File: config.mk
export PLATFORM = sky130hd
export DESIGN_NAME = crf_regfile
export DESIGN_NICKNAME = d
export VERILOG_FILES = /design/src/design/crf_pkg.sv /design/src/design/crf_spr_bank.sv /design/src/design/crf_regfile.sv
export SDC_FILE = /design/constraint.sdc
export NUM_CORES = 2
export LEC_CHECK = 0
export BUFFER_PORTS_ARGS = -buffer_cell sky130_fd_sc_hd__clkbuf_2
export CORE_MARGIN = 8
export CORE_UTILIZATION = 30
export DETAILED_ROUTE_END_ITERATION = 10
export PLACE_DENSITY = 0.46
export SLEW_MARGIN = 20
export SYNTH_ARGS = -nofsm -noshare
export SYNTH_HDL_FRONTEND = slang
export SYNTH_SLANG_ARGS = --single-unit
File: constraint.sdc
create_clock -name sys_clk -period 4.7 [get_ports sys_clk]
set_clock_uncertainty 0.2 [all_clocks]
set_input_delay 0.47 -clock sys_clk [delete_from_list [all_inputs] [get_ports sys_clk]]
set_output_delay 0.47 -clock sys_clk [all_outputs]
set_load 0.01 [all_outputs]
File: src/design/crf_pkg.sv
// Package of constants and carrier types for the processor register file
package crf_pkg;
	// ============================================================
	// Widths and counts
	localparam int unsigned CRF_DATA_W    = 32;
	localparam int unsigned CRF_NUM_REGS  = 32;
	localparam int unsigned CRF_IDX_W     = 5;
	localparam int unsigned CRF_SPR_W     = 3;

	// ============================================================
	// Fixed general register indices: hardwired zero and those written by hardware
	localparam logic [4:0] CRF_IDX_ZERO  = 5'h00;
	localparam logic [4:0] CRF_IDX_INTR  = 5'h0E;
	localparam logic [4:0] CRF_IDX_LINK  = 5'h0F;
	localparam logic [4:0] CRF_IDX_TRAP  = 5'h10;
	localparam logic [4:0] CRF_IDX_EXCP  = 5'h11;

	// ============================================================
	// Special register selectors (separate space from general file)
	localparam logic [2:0] CRF_SPR_PC   = 3'h0;
	localparam logic [2:0] CRF_SPR_MSR  = 3'h1;
	localparam logic [2:0] CRF_SPR_EAR  = 3'h3;
	localparam logic [2:0] CRF_SPR_ESR  = 3'h5;
	localparam logic [2:0] CRF_SPR_FSR  = 3'h7;

	// ============================================================
	// Reset values
	localparam logic [31:0] CRF_RST_WORD = 32'h0000_0000;

	// ============================================================
	// Write port priority select (one-hot)
	typedef enum logic [4:0] {
		CRF_WS_NONE = 5'h00,
		CRF_WS_EXCP = 5'h01,
		CRF_WS_INTR = 5'h02,
		CRF_WS_TRAP = 5'h04,
		CRF_WS_LINK = 5'h08,
		CRF_WS_OPND = 5'h10
	} crf_wsel_t;

	// Ordinary operand write request
	typedef struct packed {
		logic        en;
		logic [4:0]  idx;
		logic [31:0] data;
	} crf_wreq_t;

	// Special register transfer request
	typedef struct packed {
		logic        en;
		logic [2:0]  sel;
		logic [31:0] data;
	} crf_sreq_t;
endpackage

File: src/design/crf_spr_bank.sv
// Special register bank kept apart from the general file
`timescale 1ns/10ps
`default_nettype none
module crf_spr_bank
	import crf_pkg::*;
(
	// Clock and reset
	input  wire logic        sys_clk,
	input  wire logic        rstn,
	// Move-to-special write
	input  var  crf_sreq_t   mts_req,
	// Hardware updates
	input  wire logic [31:0] pc_in,
	input  wire logic        hw_upd,
	input  wire logic [31:0] msr_hw,
	input  wire logic [31:0] ear_hw,
	input  wire logic [31:0] esr_hw,
	input  wire logic [31:0] fsr_hw,
	// Read port
	input  wire logic [2:0]  rd_sel,
	output logic [31:0]      rd_data,
	output logic             rd_valid
);
	// ============================================================
	// Storage
	logic [31:0] msr_reg, ear_reg, esr_reg, fsr_reg;

	// Hardware update wins over software write in the same cycle
	always_ff @(posedge sys_clk or negedge rstn) begin
		if (!rstn) begin
			msr_reg <= CRF_RST_WORD;
			ear_reg <= CRF_RST_WORD;
			esr_reg <= CRF_RST_WORD;
			fsr_reg <= CRF_RST_WORD;
		end else if (hw_upd) begin
			msr_reg <= msr_hw;
			ear_reg <= ear_hw;
			esr_reg <= esr_hw;
			fsr_reg <= fsr_hw;
		end else if (mts_req.en) begin
			if (mts_req.sel == CRF_SPR_MSR) msr_reg <= mts_req.data;
			if (mts_req.sel == CRF_SPR_EAR) ear_reg <= mts_req.data;
			if (mts_req.sel == CRF_SPR_ESR) esr_reg <= mts_req.data;
			if (mts_req.sel == CRF_SPR_FSR) fsr_reg <= mts_req.data;
		end
	end

	// Move-to lands unless hardware updates in the same cycle
	a_mts_load: assert property (@(posedge sys_clk)
		disable iff (!rstn)
		(mts_req.en && !hw_upd && mts_req.sel == CRF_SPR_ESR)
		|=> (esr_reg == $past(mts_req.data)))
		else $error("move-to-special value not loaded");
	a_hw_load: assert property (@(posedge sys_clk)
		disable iff (!rstn)
		hw_upd |=> (msr_reg == $past(msr_hw) && fsr_reg == $past(fsr_hw)))
		else $error("hardware status update not loaded");

	// Read selection; program counter comes straight from the pipeline
	assign rd_valid = (rd_sel == CRF_SPR_PC) || (rd_sel == CRF_SPR_MSR) ||
		(rd_sel == CRF_SPR_EAR) || (rd_sel == CRF_SPR_ESR) ||
		(rd_sel == CRF_SPR_FSR);
	assign rd_data = (rd_sel == CRF_SPR_PC)  ? pc_in   :
		(rd_sel == CRF_SPR_MSR) ? msr_reg :
		(rd_sel == CRF_SPR_EAR) ? ear_reg :
		(rd_sel == CRF_SPR_ESR) ? esr_reg :
		(rd_sel == CRF_SPR_FSR) ? fsr_reg : CRF_RST_WORD;
endmodule // crf_spr_bank
`default_nettype wire

File: src/design/crf_regfile.sv
// General register file with hardware return-address writes
`timescale 1ns/10ps
`default_nettype none
module crf_regfile
	import crf_pkg::*;
#(
	parameter int unsigned NUM_REGS   = CRF_NUM_REGS,
	parameter int unsigned DATA_W     = CRF_DATA_W,
	parameter bit          USE_HW_EXC = 1'b0
) (
	// Clock and reset
	input  wire logic        sys_clk,
	input  wire logic        rstn,
	// Operand read ports
	input  wire logic [4:0]  rd_a_idx,
	input  wire logic [4:0]  rd_b_idx,
	input  wire logic [4:0]  rd_d_idx,
	output logic [31:0]      rd_a_data,
	output logic [31:0]      rd_b_data,
	output logic [31:0]      rd_d_data,
	// Operand write port
	input  var  crf_wreq_t   wr_req,
	// Hardware events
	input  wire logic [31:0] pc_in,
	input  wire logic [31:0] ret_addr,
	input  wire logic        intr_take,
	input  wire logic        trap_take,
	input  wire logic        excp_take,
	input  wire logic        link_take,
	// Special register transfers
	input  wire logic        mfs_en,
	input  wire logic [2:0]  mfs_sel,
	input  wire logic [4:0]  mfs_dst,
	input  wire logic        mts_en,
	input  wire logic [2:0]  mts_sel,
	input  wire logic [4:0]  mts_src,
	input  wire logic        spr_hw_upd,
	input  wire logic [31:0] msr_hw,
	input  wire logic [31:0] ear_hw,
	input  wire logic [31:0] esr_hw,
	input  wire logic [31:0] fsr_hw,
	output logic [31:0]      spr_rd_data,
	output logic             spr_rd_valid
);
	// ============================================================
	// Elaboration checks
	if (NUM_REGS != 32 || DATA_W != 32) begin : g_bad_cfg
		$error("crf_regfile supports only 32 registers of 32 bits");
	end

	// ============================================================
	// Storage and declarations
	logic [31:0] gpr_reg [NUM_REGS];
	logic [31:0] spr_val;
	logic        spr_ok;
	crf_sreq_t   mts_req;
	crf_wsel_t   wsel;
	logic [4:0]  w_idx;
	logic [31:0] w_data;
	logic        w_en;
	wire         excp_ok = excp_take && USE_HW_EXC;

	// Read helper with zero register forced
	function automatic logic [31:0] rd_d_data_f(input logic [4:0] i);
		rd_d_data_f = (i == CRF_IDX_ZERO) ? CRF_RST_WORD : gpr_reg[i];
	endfunction

	// Special bank, fed from the general file for move-to
	crf_spr_bank u_spr (
		.sys_clk  (sys_clk),
		.rstn     (rstn),
		.mts_req  (mts_req),
		.pc_in    (pc_in),
		.hw_upd   (spr_hw_upd),
		.msr_hw   (msr_hw),
		.ear_hw   (ear_hw),
		.esr_hw   (esr_hw),
		.fsr_hw   (fsr_hw),
		.rd_sel   (mfs_sel),
		.rd_data  (spr_val),
		.rd_valid (spr_ok)
	);
	assign mts_req.en   = mts_en;
	assign mts_req.sel  = mts_sel;
	assign mts_req.data = rd_d_data_f(mts_src);
	assign spr_rd_data  = spr_val;
	assign spr_rd_valid = spr_ok;

	// Operand reads: only general indices reach the file
	assign rd_a_data = rd_d_data_f(rd_a_idx);
	assign rd_b_data = rd_d_data_f(rd_b_idx);
	assign rd_d_data = rd_d_data_f(rd_d_idx);

	// Single write port; exception over interrupt over trap over link
	assign wsel = excp_ok   ? CRF_WS_EXCP :
		intr_take ? CRF_WS_INTR :
		trap_take ? CRF_WS_TRAP :
		link_take ? CRF_WS_LINK :
		(wr_req.en || (mfs_en && spr_ok)) ? CRF_WS_OPND : CRF_WS_NONE;

	// Write target and data decode
	always_comb begin
		w_idx  = CRF_IDX_ZERO;
		w_data = ret_addr;
		unique case (wsel)
			CRF_WS_EXCP: w_idx = CRF_IDX_EXCP;
			CRF_WS_INTR: w_idx = CRF_IDX_INTR;
			CRF_WS_TRAP: w_idx = CRF_IDX_TRAP;
			CRF_WS_LINK: begin
				w_idx  = CRF_IDX_LINK;
				w_data = pc_in;
			end
			CRF_WS_OPND: begin
				w_idx  = mfs_en ? mfs_dst : wr_req.idx;
				w_data = mfs_en ? spr_val : wr_req.data;
			end
			CRF_WS_NONE: w_idx = CRF_IDX_ZERO;
			default:     w_idx = CRF_IDX_ZERO;
		endcase
	end
	assign w_en = (wsel != CRF_WS_NONE) && (w_idx != CRF_IDX_ZERO);

	// Register array, one flop row per entry
	for (genvar g = 0; g < 32; g++) begin : g_gpr
		always_ff @(posedge sys_clk or negedge rstn) begin
			if (!rstn)
				gpr_reg[g] <= CRF_RST_WORD;
			else if (w_en && (w_idx == 5'(g)))
				gpr_reg[g] <= w_data;
		end
	end

	// ============================================================
	// Assertions
	// Register zero on every read port and in storage
	a_zero_reads: assert property (@(posedge sys_clk)
		disable iff (!rstn)
		(rd_a_idx == CRF_IDX_ZERO) |-> (rd_a_data == 32'h0000_0000))
		else $error("register zero read nonzero");
	a_zero_rd_b: assert property (@(posedge sys_clk)
		disable iff (!rstn)
		(rd_b_idx == CRF_IDX_ZERO) |-> (rd_b_data == 32'h0000_0000))
		else $error("register zero read nonzero on port b");
	a_zero_rd_d: assert property (@(posedge sys_clk)
		disable iff (!rstn)
		(rd_d_idx == CRF_IDX_ZERO) |-> (rd_d_data == 32'h0000_0000))
		else $error("register zero read nonzero on port d");
	a_zero_store: assert property (@(posedge sys_clk)
		disable iff (!rstn)
		gpr_reg[0] == 32'h0000_0000)
		else $error("register zero storage changed");
	a_zero_nowr: assert property (@(posedge sys_clk)
		disable iff (!rstn)
		w_en |-> (w_idx != CRF_IDX_ZERO))
		else $error("write enabled toward register zero");

	// Return addresses land in their fixed registers; link saves pc_in into r15
	a_intr_ret: assert property (@(posedge sys_clk)
		disable iff (!rstn)
		(intr_take && !excp_ok) |=> (gpr_reg[14] == $past(ret_addr)))
		else $error("interrupt return address not in r14");
	a_trap_ret: assert property (@(posedge sys_clk)
		disable iff (!rstn)
		(trap_take && !intr_take && !excp_ok)
		|=> (gpr_reg[16] == $past(ret_addr)))
		else $error("trap return address not in r16");
	a_excp_ret: assert property (@(posedge sys_clk)
		disable iff (!rstn)
		excp_ok |=> (gpr_reg[17] == $past(ret_addr)))
		else $error("exception return address not in r17");
	a_excp_off: assert property (@(posedge sys_clk)
		disable iff (!rstn)
		(excp_take && !USE_HW_EXC && !intr_take && !trap_take && !link_take
		&& !wr_req.en && !mfs_en) |=> $stable(gpr_reg[17]))
		else $error("r17 written with exceptions disabled");
	a_link_pc: assert property (@(posedge sys_clk)
		disable iff (!rstn)
		(link_take && !intr_take && !trap_take && !excp_ok)
		|=> (gpr_reg[15] == $past(pc_in)))
		else $error("link did not save pc into r15");

	// One write source per cycle, in fixed priority
	a_one_src: assert property (@(posedge sys_clk)
		disable iff (!rstn)
		$onehot0(wsel))
		else $error("more than one write source selected");
	a_excp_wins: assert property (@(posedge sys_clk)
		disable iff (!rstn)
		excp_ok |-> (wsel == CRF_WS_EXCP))
		else $error("exception lost the write port");
	a_intr_wins: assert property (@(posedge sys_clk)
		disable iff (!rstn)
		(intr_take && !excp_ok) |-> (wsel == CRF_WS_INTR))
		else $error("interrupt lost the write port");
	a_link_wins: assert property (@(posedge sys_clk)
		disable iff (!rstn)
		(link_take && !intr_take && !trap_take && !excp_ok)
		|-> (wsel == CRF_WS_LINK))
		else $error("link lost the write port");

	// Special transfers and operand writes
	a_mfs_copy: assert property (@(posedge sys_clk)
		disable iff (!rstn)
		(mfs_en && spr_ok && mfs_dst != 5'h00 && !intr_take && !trap_take
		&& !excp_ok && !link_take)
		|=> (gpr_reg[$past(mfs_dst)] == $past(spr_val)))
		else $error("move-from-special copy lost");
	a_mfs_bad: assert property (@(posedge sys_clk)
		disable iff (!rstn)
		(mfs_en && !spr_ok && !wr_req.en && !intr_take && !trap_take
		&& !excp_ok && !link_take)
		|=> (gpr_reg[$past(mfs_dst)] == $past(gpr_reg[mfs_dst])))
		else $error("invalid special selector changed a register");
	a_opnd_write: assert property (@(posedge sys_clk)
		disable iff (!rstn)
		(wr_req.en && !mfs_en && wr_req.idx != 5'h00 && !intr_take
		&& !trap_take && !excp_ok && !link_take)
		|=> (gpr_reg[$past(wr_req.idx)] == $past(wr_req.data)))
		else $error("operand write lost");
	a_spr_valid: assert property (@(posedge sys_clk)
		disable iff (!rstn)
		(mfs_sel == CRF_SPR_PC) |-> (spr_rd_valid
		&& spr_rd_data == pc_in))
		else $error("pc not readable as special");
endmodule // crf_regfile
`default_nettype wire

# Word level (Yosys, flattened, before mapping)

Cells that the tools add are included.
Widths: inputs -> output; s select.

Bitwise logic cells: 4
Reductions and logical operators: 56
Multiplexer cells: 41
Equality and inequality tests: 44
Order comparisons: 4

Operators by type and width:

| cell               | number |
|---|---|
| $mux 32            | 30 |
| $bmux 32 s5        | 4 |
| $eq 5x5->1 const B | 17 |
| $pmux 32 s2        | 1 |
| $eq 5x4->1 const B | 9 |
| $logic_and 1x1->1  | 34 |
| $eq 5x3->1 const B | 5 |
| $logic_not 5->1    | 5 |
| $mux 5             | 5 |
| $pmux 5 s5         | 1 |
| $ge 6x6->1 const B | 4 |
| $not 5->6          | 4 |
| $eq 5x2->1 const B | 3 |
| $eq 3x3->1 const B | 4 |
| $eq 5x1->1 const B | 2 |
| $reduce_bool 2->1  | 5 |
| $reduce_bool 5->1  | 2 |
| $reduce_and 2->1   | 4 |
| $eq 3x1->1 const B | 2 |
| $eq 3x2->1 const B | 2 |
| $logic_or 1x1->1   | 5 |
| $logic_not 3->1    | 1 |

Output and inout port bits: 129
Register bits: 1152
Logic and storage cells: 185
Bits of input ports: 270

# Longest topological paths before layout

Depth after elaboration: 16
Depth in mapped cells: 10

# Cells and area by module

A second synthesis with hierarchy kept.

Cell total of the unflattened synthesis: 6069
Area, all modules: 79231.0 um^2

Modules (own cells, without submodules):

| module       | instances | sequential area each (um^2) | cells each | area an instance (um^2) |
|---|---|---|---|---|
| crf_regfile  | 1         | 25624.6                     | 5354       | 72156.7 |
| crf_spr_bank | 1         | 3203.1                      | 715        | 7074.3 |

# Least setup slack after synthesis

OpenSTA, ideal clock, no wires.

Path type: in2out
Start: input rd_b_idx[0]
End: output rd_b_data[10]
Arrival: 2638 ps
Slack: 1392 ps
Buffers on the path: 3
Stages: 7
Cell sequence: clkbuf_1 -> buf_2 -> buf_1 -> mux4_2 -> mux4_2 -> nand2_1 -> o21ai_0

Word-level cells in the longest chain between the ends: 5
Elaborated cells on any way between the ends: 6

RTL lines:

| what                                        | line              | source |
|---|---|---|
| start, declared                             | crf_regfile.sv:16 | `input wire logic [4:0] rd_b_idx,` |
| $not 5->6 (implied by the code)             | crf_regfile.sv:65 | `rd_d_data_f = (i == CRF_IDX_ZERO) ? CRF_RST_WORD : gpr_reg[i];` |
| $bmux 32 s5                                 | crf_regfile.sv:65 |  |
| $mux 32 (implied by the code) (2 in series) | crf_regfile.sv:65 |  |
| $mux 32 *                                   | crf_regfile.sv:65 |  |
| end, declared                               | crf_regfile.sv:19 | `output logic [31:0] rd_b_data,` |

Mark *: on every way between the ends. The rest lies on a longest branch, timed or not. The select of a mux whose other input is x is not followed.

# Worst setup path in the final report

Start: input rd_d_idx[0]
End: output rd_d_data[17]

Word-level cells in the longest chain between the ends: 5
Elaborated cells on any way between the ends: 6

RTL lines:

| what                                        | line              | source |
|---|---|---|
| start, declared                             | crf_regfile.sv:17 | `input wire logic [4:0] rd_d_idx,` |
| $not 5->6 (implied by the code)             | crf_regfile.sv:65 |  |
| $bmux 32 s5                                 | crf_regfile.sv:65 |  |
| $mux 32 (implied by the code) (2 in series) | crf_regfile.sv:65 |  |
| $mux 32 *                                   | crf_regfile.sv:65 |  |
| end, declared                               | crf_regfile.sv:20 | `output logic [31:0] rd_d_data,` |

Marked as above.

==> flow_metrics.py <==
metrics = {
    "timing": {
        "min_period_over_period_pct": 82.2,
        "whs_ps": 58.8,
        "rsz0062_at_grt": "false",
        "worst_slew_pin_slew_ps": 1210,
        "setup_slack_ps": 836,
        "period_minus_slack_ps": 3860,
        "fmax_mhz": 259,
        "finalHoldViolCount": 0,
        "finalMaxSlewViolations": 0,
        "finalSetupTns_ps": 0,
        "slew_headroom_pct": 18.2,
        "finalSetupViolations": 0,
    },
    "clock_tree": {
        "path_clk_slew_ps": 60,
        "h-tree-depth": 4,
        "clkSinkCount": 1152,
        "cts_buffer_depth": 3,
        "postCtsSetupRepairBufs": 0,
        "cts_tree": "yes",
        "numCtsBuffers": 136,
        "clock_latency_ps": 800,
        "cts_root_buf": "clkbuf_16",
    },
    "synth": {
        "synth-async-reset-ratio_pct": 100,
        "synth_warnings": 0,
        "syn_area_um2": 78200,
        "synth_edf_count": 0,
        "synth_top_flop_cell": "dfrtp_1",
        "synth-seq-cells": 1152,
        "seq_area_frac_synth_pct": 36.9,
        "avgSynthCellArea_um2": 14.3,
        "ys_types": 67,
        "synth_nets": 5731,
        "netlist_instances": 5461,
    },
    "power": {
        "total_power_mw": 30.6,
        "leakagePower_nw": 38.6,
        "powerDensity_nw_per_um2": 334,
        "worst_ir_drop_vdd_v": 0.000367,
    },
    "setup_path": {
        "crit_type": "input port to primary output",
        "crit_arrival_ps": 3190,
        "cp.required_ps": 4030,
        "crit_slowest_cell": "mux4_2",
        "path_cells": "buf_8 > buf_4 > buf_4 > mux4_2 > mux4_2 > inv_1 > o21ai_1 > clkbuf_2",
        "slowest_delay_ps": 510,
        "reg2reg_slack_ps": 2130,
        "r2r-start": "gpr_reg[541]",
        "crit_fanout": 18,
        "reg2regPathDepth": 5,
        "end_kind": "primary output",
        "r2r_end": "u_spr.fsr_reg[29]",
        "start_kind": "input port",
    },
    "finish": {
        "layout_common_cells": "mux4_2, dfrtp_1, mux2_2, clkbuf_2, o21ai_0",
        "utilization_pct": 35.3,
        "fin_cells": 9293,
        "largest_reg_flops": 1024,
        "final_nets": 6058,
        "final_common_cell": "mux4_2",
        "finalInstanceArea_um2": 91600,
        "syn2layout_area_growth_pct": 17.1,
        "drive_above_1_share_pct": 54.9,
    },
    "placement": {
        "dp_slack_ps": 638,
        "dpl.hpwl_mm": 220,
        "portBuffers": 397,
        "dpl_cell_area_um2": 85800,
        "dp_cells": 8922,
        "gp_congestion": 0.851,
    },
    "global_route": {
        "grt.total_usage_pct": 23.5,
        "grt_antenna_before_repair": 21,
        "grt_pass1_vias": 58700,
        "grt.overflow.total": 0,
        "grt_max_degree": 162,
        "grt_pass1_wl_mm": 474,
    },
    "drt": {
        "ant_nets": 0,
        "vias_per_cell": 6.15,
        "remaining_drc_errors": 0,
        "wl_mm": 333,
        "firstDrtPassIters": 5,
        "via_count": 57100,
        "wl_per_cell_um": 35.9,
        "drt_iter0_markers": 5527,
    },
    "die": {
        "die_h_um": 527,
        "rows": 187,
        "coreArea_um2": 259000,
        "dieArea_um2": 277000,
        "io_pins": 399,
        "fp.dieW_um": 527,
        "start_util_pct": 30.1,
    },
    "worst_hold_path": {
        "min_path_type": "input port to asynchronous set/reset pin",
    },
    "run": {
        "timing.max_cap.violations": 0,
    },
    "outcome": {
        "outcome": "finished, final reports clean",
    },
}
-- cells in the mapped netlist (all sizes together), types with 2 or more instances --
library cell	count	share of area (%)
o21a	11	0.11
nand3b	2	0.019
a21oi	167	1.1
o21ai	320	2.0
o211ai	3	0.029
a222oi	30	0.38
a22oi	33	0.32
buf	292	1.7
and3	4	0.032
o41ai	5	0.066
nor2	78	0.37
nor3b	4	0.059
mux2i	127	1.6
o22ai	34	0.27
mux2	1056	15
nor3	11	0.090
clkbuf	364	1.7
a21boi	2	0.019
inv	137	0.66
nand2	143	0.69
o22a	10	0.11
o221ai	22	0.25
and2	4	0.032
a22o	128	1.4
mux4	1153	33
nor4	2	0.035
o21bai	3	0.043
a21o	5	0.048
a221oi	3	0.058
a21bo	22	0.28
dfrtp	1152	37
nand3	78	0.50
o2bb2ai	30	0.34
nand2b	3	0.024
nor4b	2	0.022
-- layer usage --
metal / share of wire (%) / vias to the layer above / global-route usage (%)
met5: 0.012 / - / 0
met4: 5.6 / 6 / 11.1
met3: 7.1 / 677 / 4.61
met2: 47 / 2795 / 37.9
met1: 40 / 31000 / 30.7
li1: - / 22700 / -
-- cell type report --
cell class                      instances  area [µm²]
Multi-Input combinational cell       3515       46700
Tap cell                             3402        4260
Clock buffer                          198        4050
Sequential cell                      1152       28800
Inverter                              138         518
Fill cell                           24900      168000
Clock inverter                         35         393
Timing Repair Buffer                  845        6840
Antenna cell                            8        20.0
-- repair_timing --
action / in CTS / in global routing
gates resized for setup: 0 / 0
setup endpoints to repair: 0 / 0
hold endpoints to repair: 353 / 0
hold buffers: 129 / 0
-- report_power, final --
| group | total (mW) | switching [mW] | internal, mW | leakage, nW |
|---|---|---|---|---|
| combinational | 7.44 | 3.55 | 3.89 | 21.0 |
| clock | 10.9 | 4.50 | 6.37 | 2.19 |
| sequential | 12.3 | 1.26 | 11.0 | 15.4 |
| total | 30.6 | 9.31 | 21.3 | 38.6 |
-- worst max-delay path: cells and delay by family --
kind / cells / cell delay (ps)
buf+inv: 5 / 1300
mux: 2 / 1020
compound gates: 1 / 310
-- worst max-delay path by stage --
stage	start	endpoint	slack, ps	cells past startpoint
3_3_place_gp	mfs_sel[2]	gpr_reg[36]	720	6
4_1_cts	rd_a_idx[0]	rd_a_data[17]	830	7
2_1_floorplan	rd_b_idx[0]	rd_b_data[10]	1390	7
5_1_grt	rd_d_idx[0]	rd_d_data[17]	770	8
6_report	rd_d_idx[0]	rd_d_data[17]	840	8
3_5_place_dp	mfs_sel[2]	gpr_reg[68]	640	6
-- logic make-up after synthesis --
family,Yosys count,synth area share (%)
multiplexers,2336,50.0
flip-flops,1152,36.9
AO/OA/AOI/OAI,840,7.02
buffers and inverters,794,4.16
AND/OR/NAND/NOR,339,1.95
(Power assumes the default switching activity.)
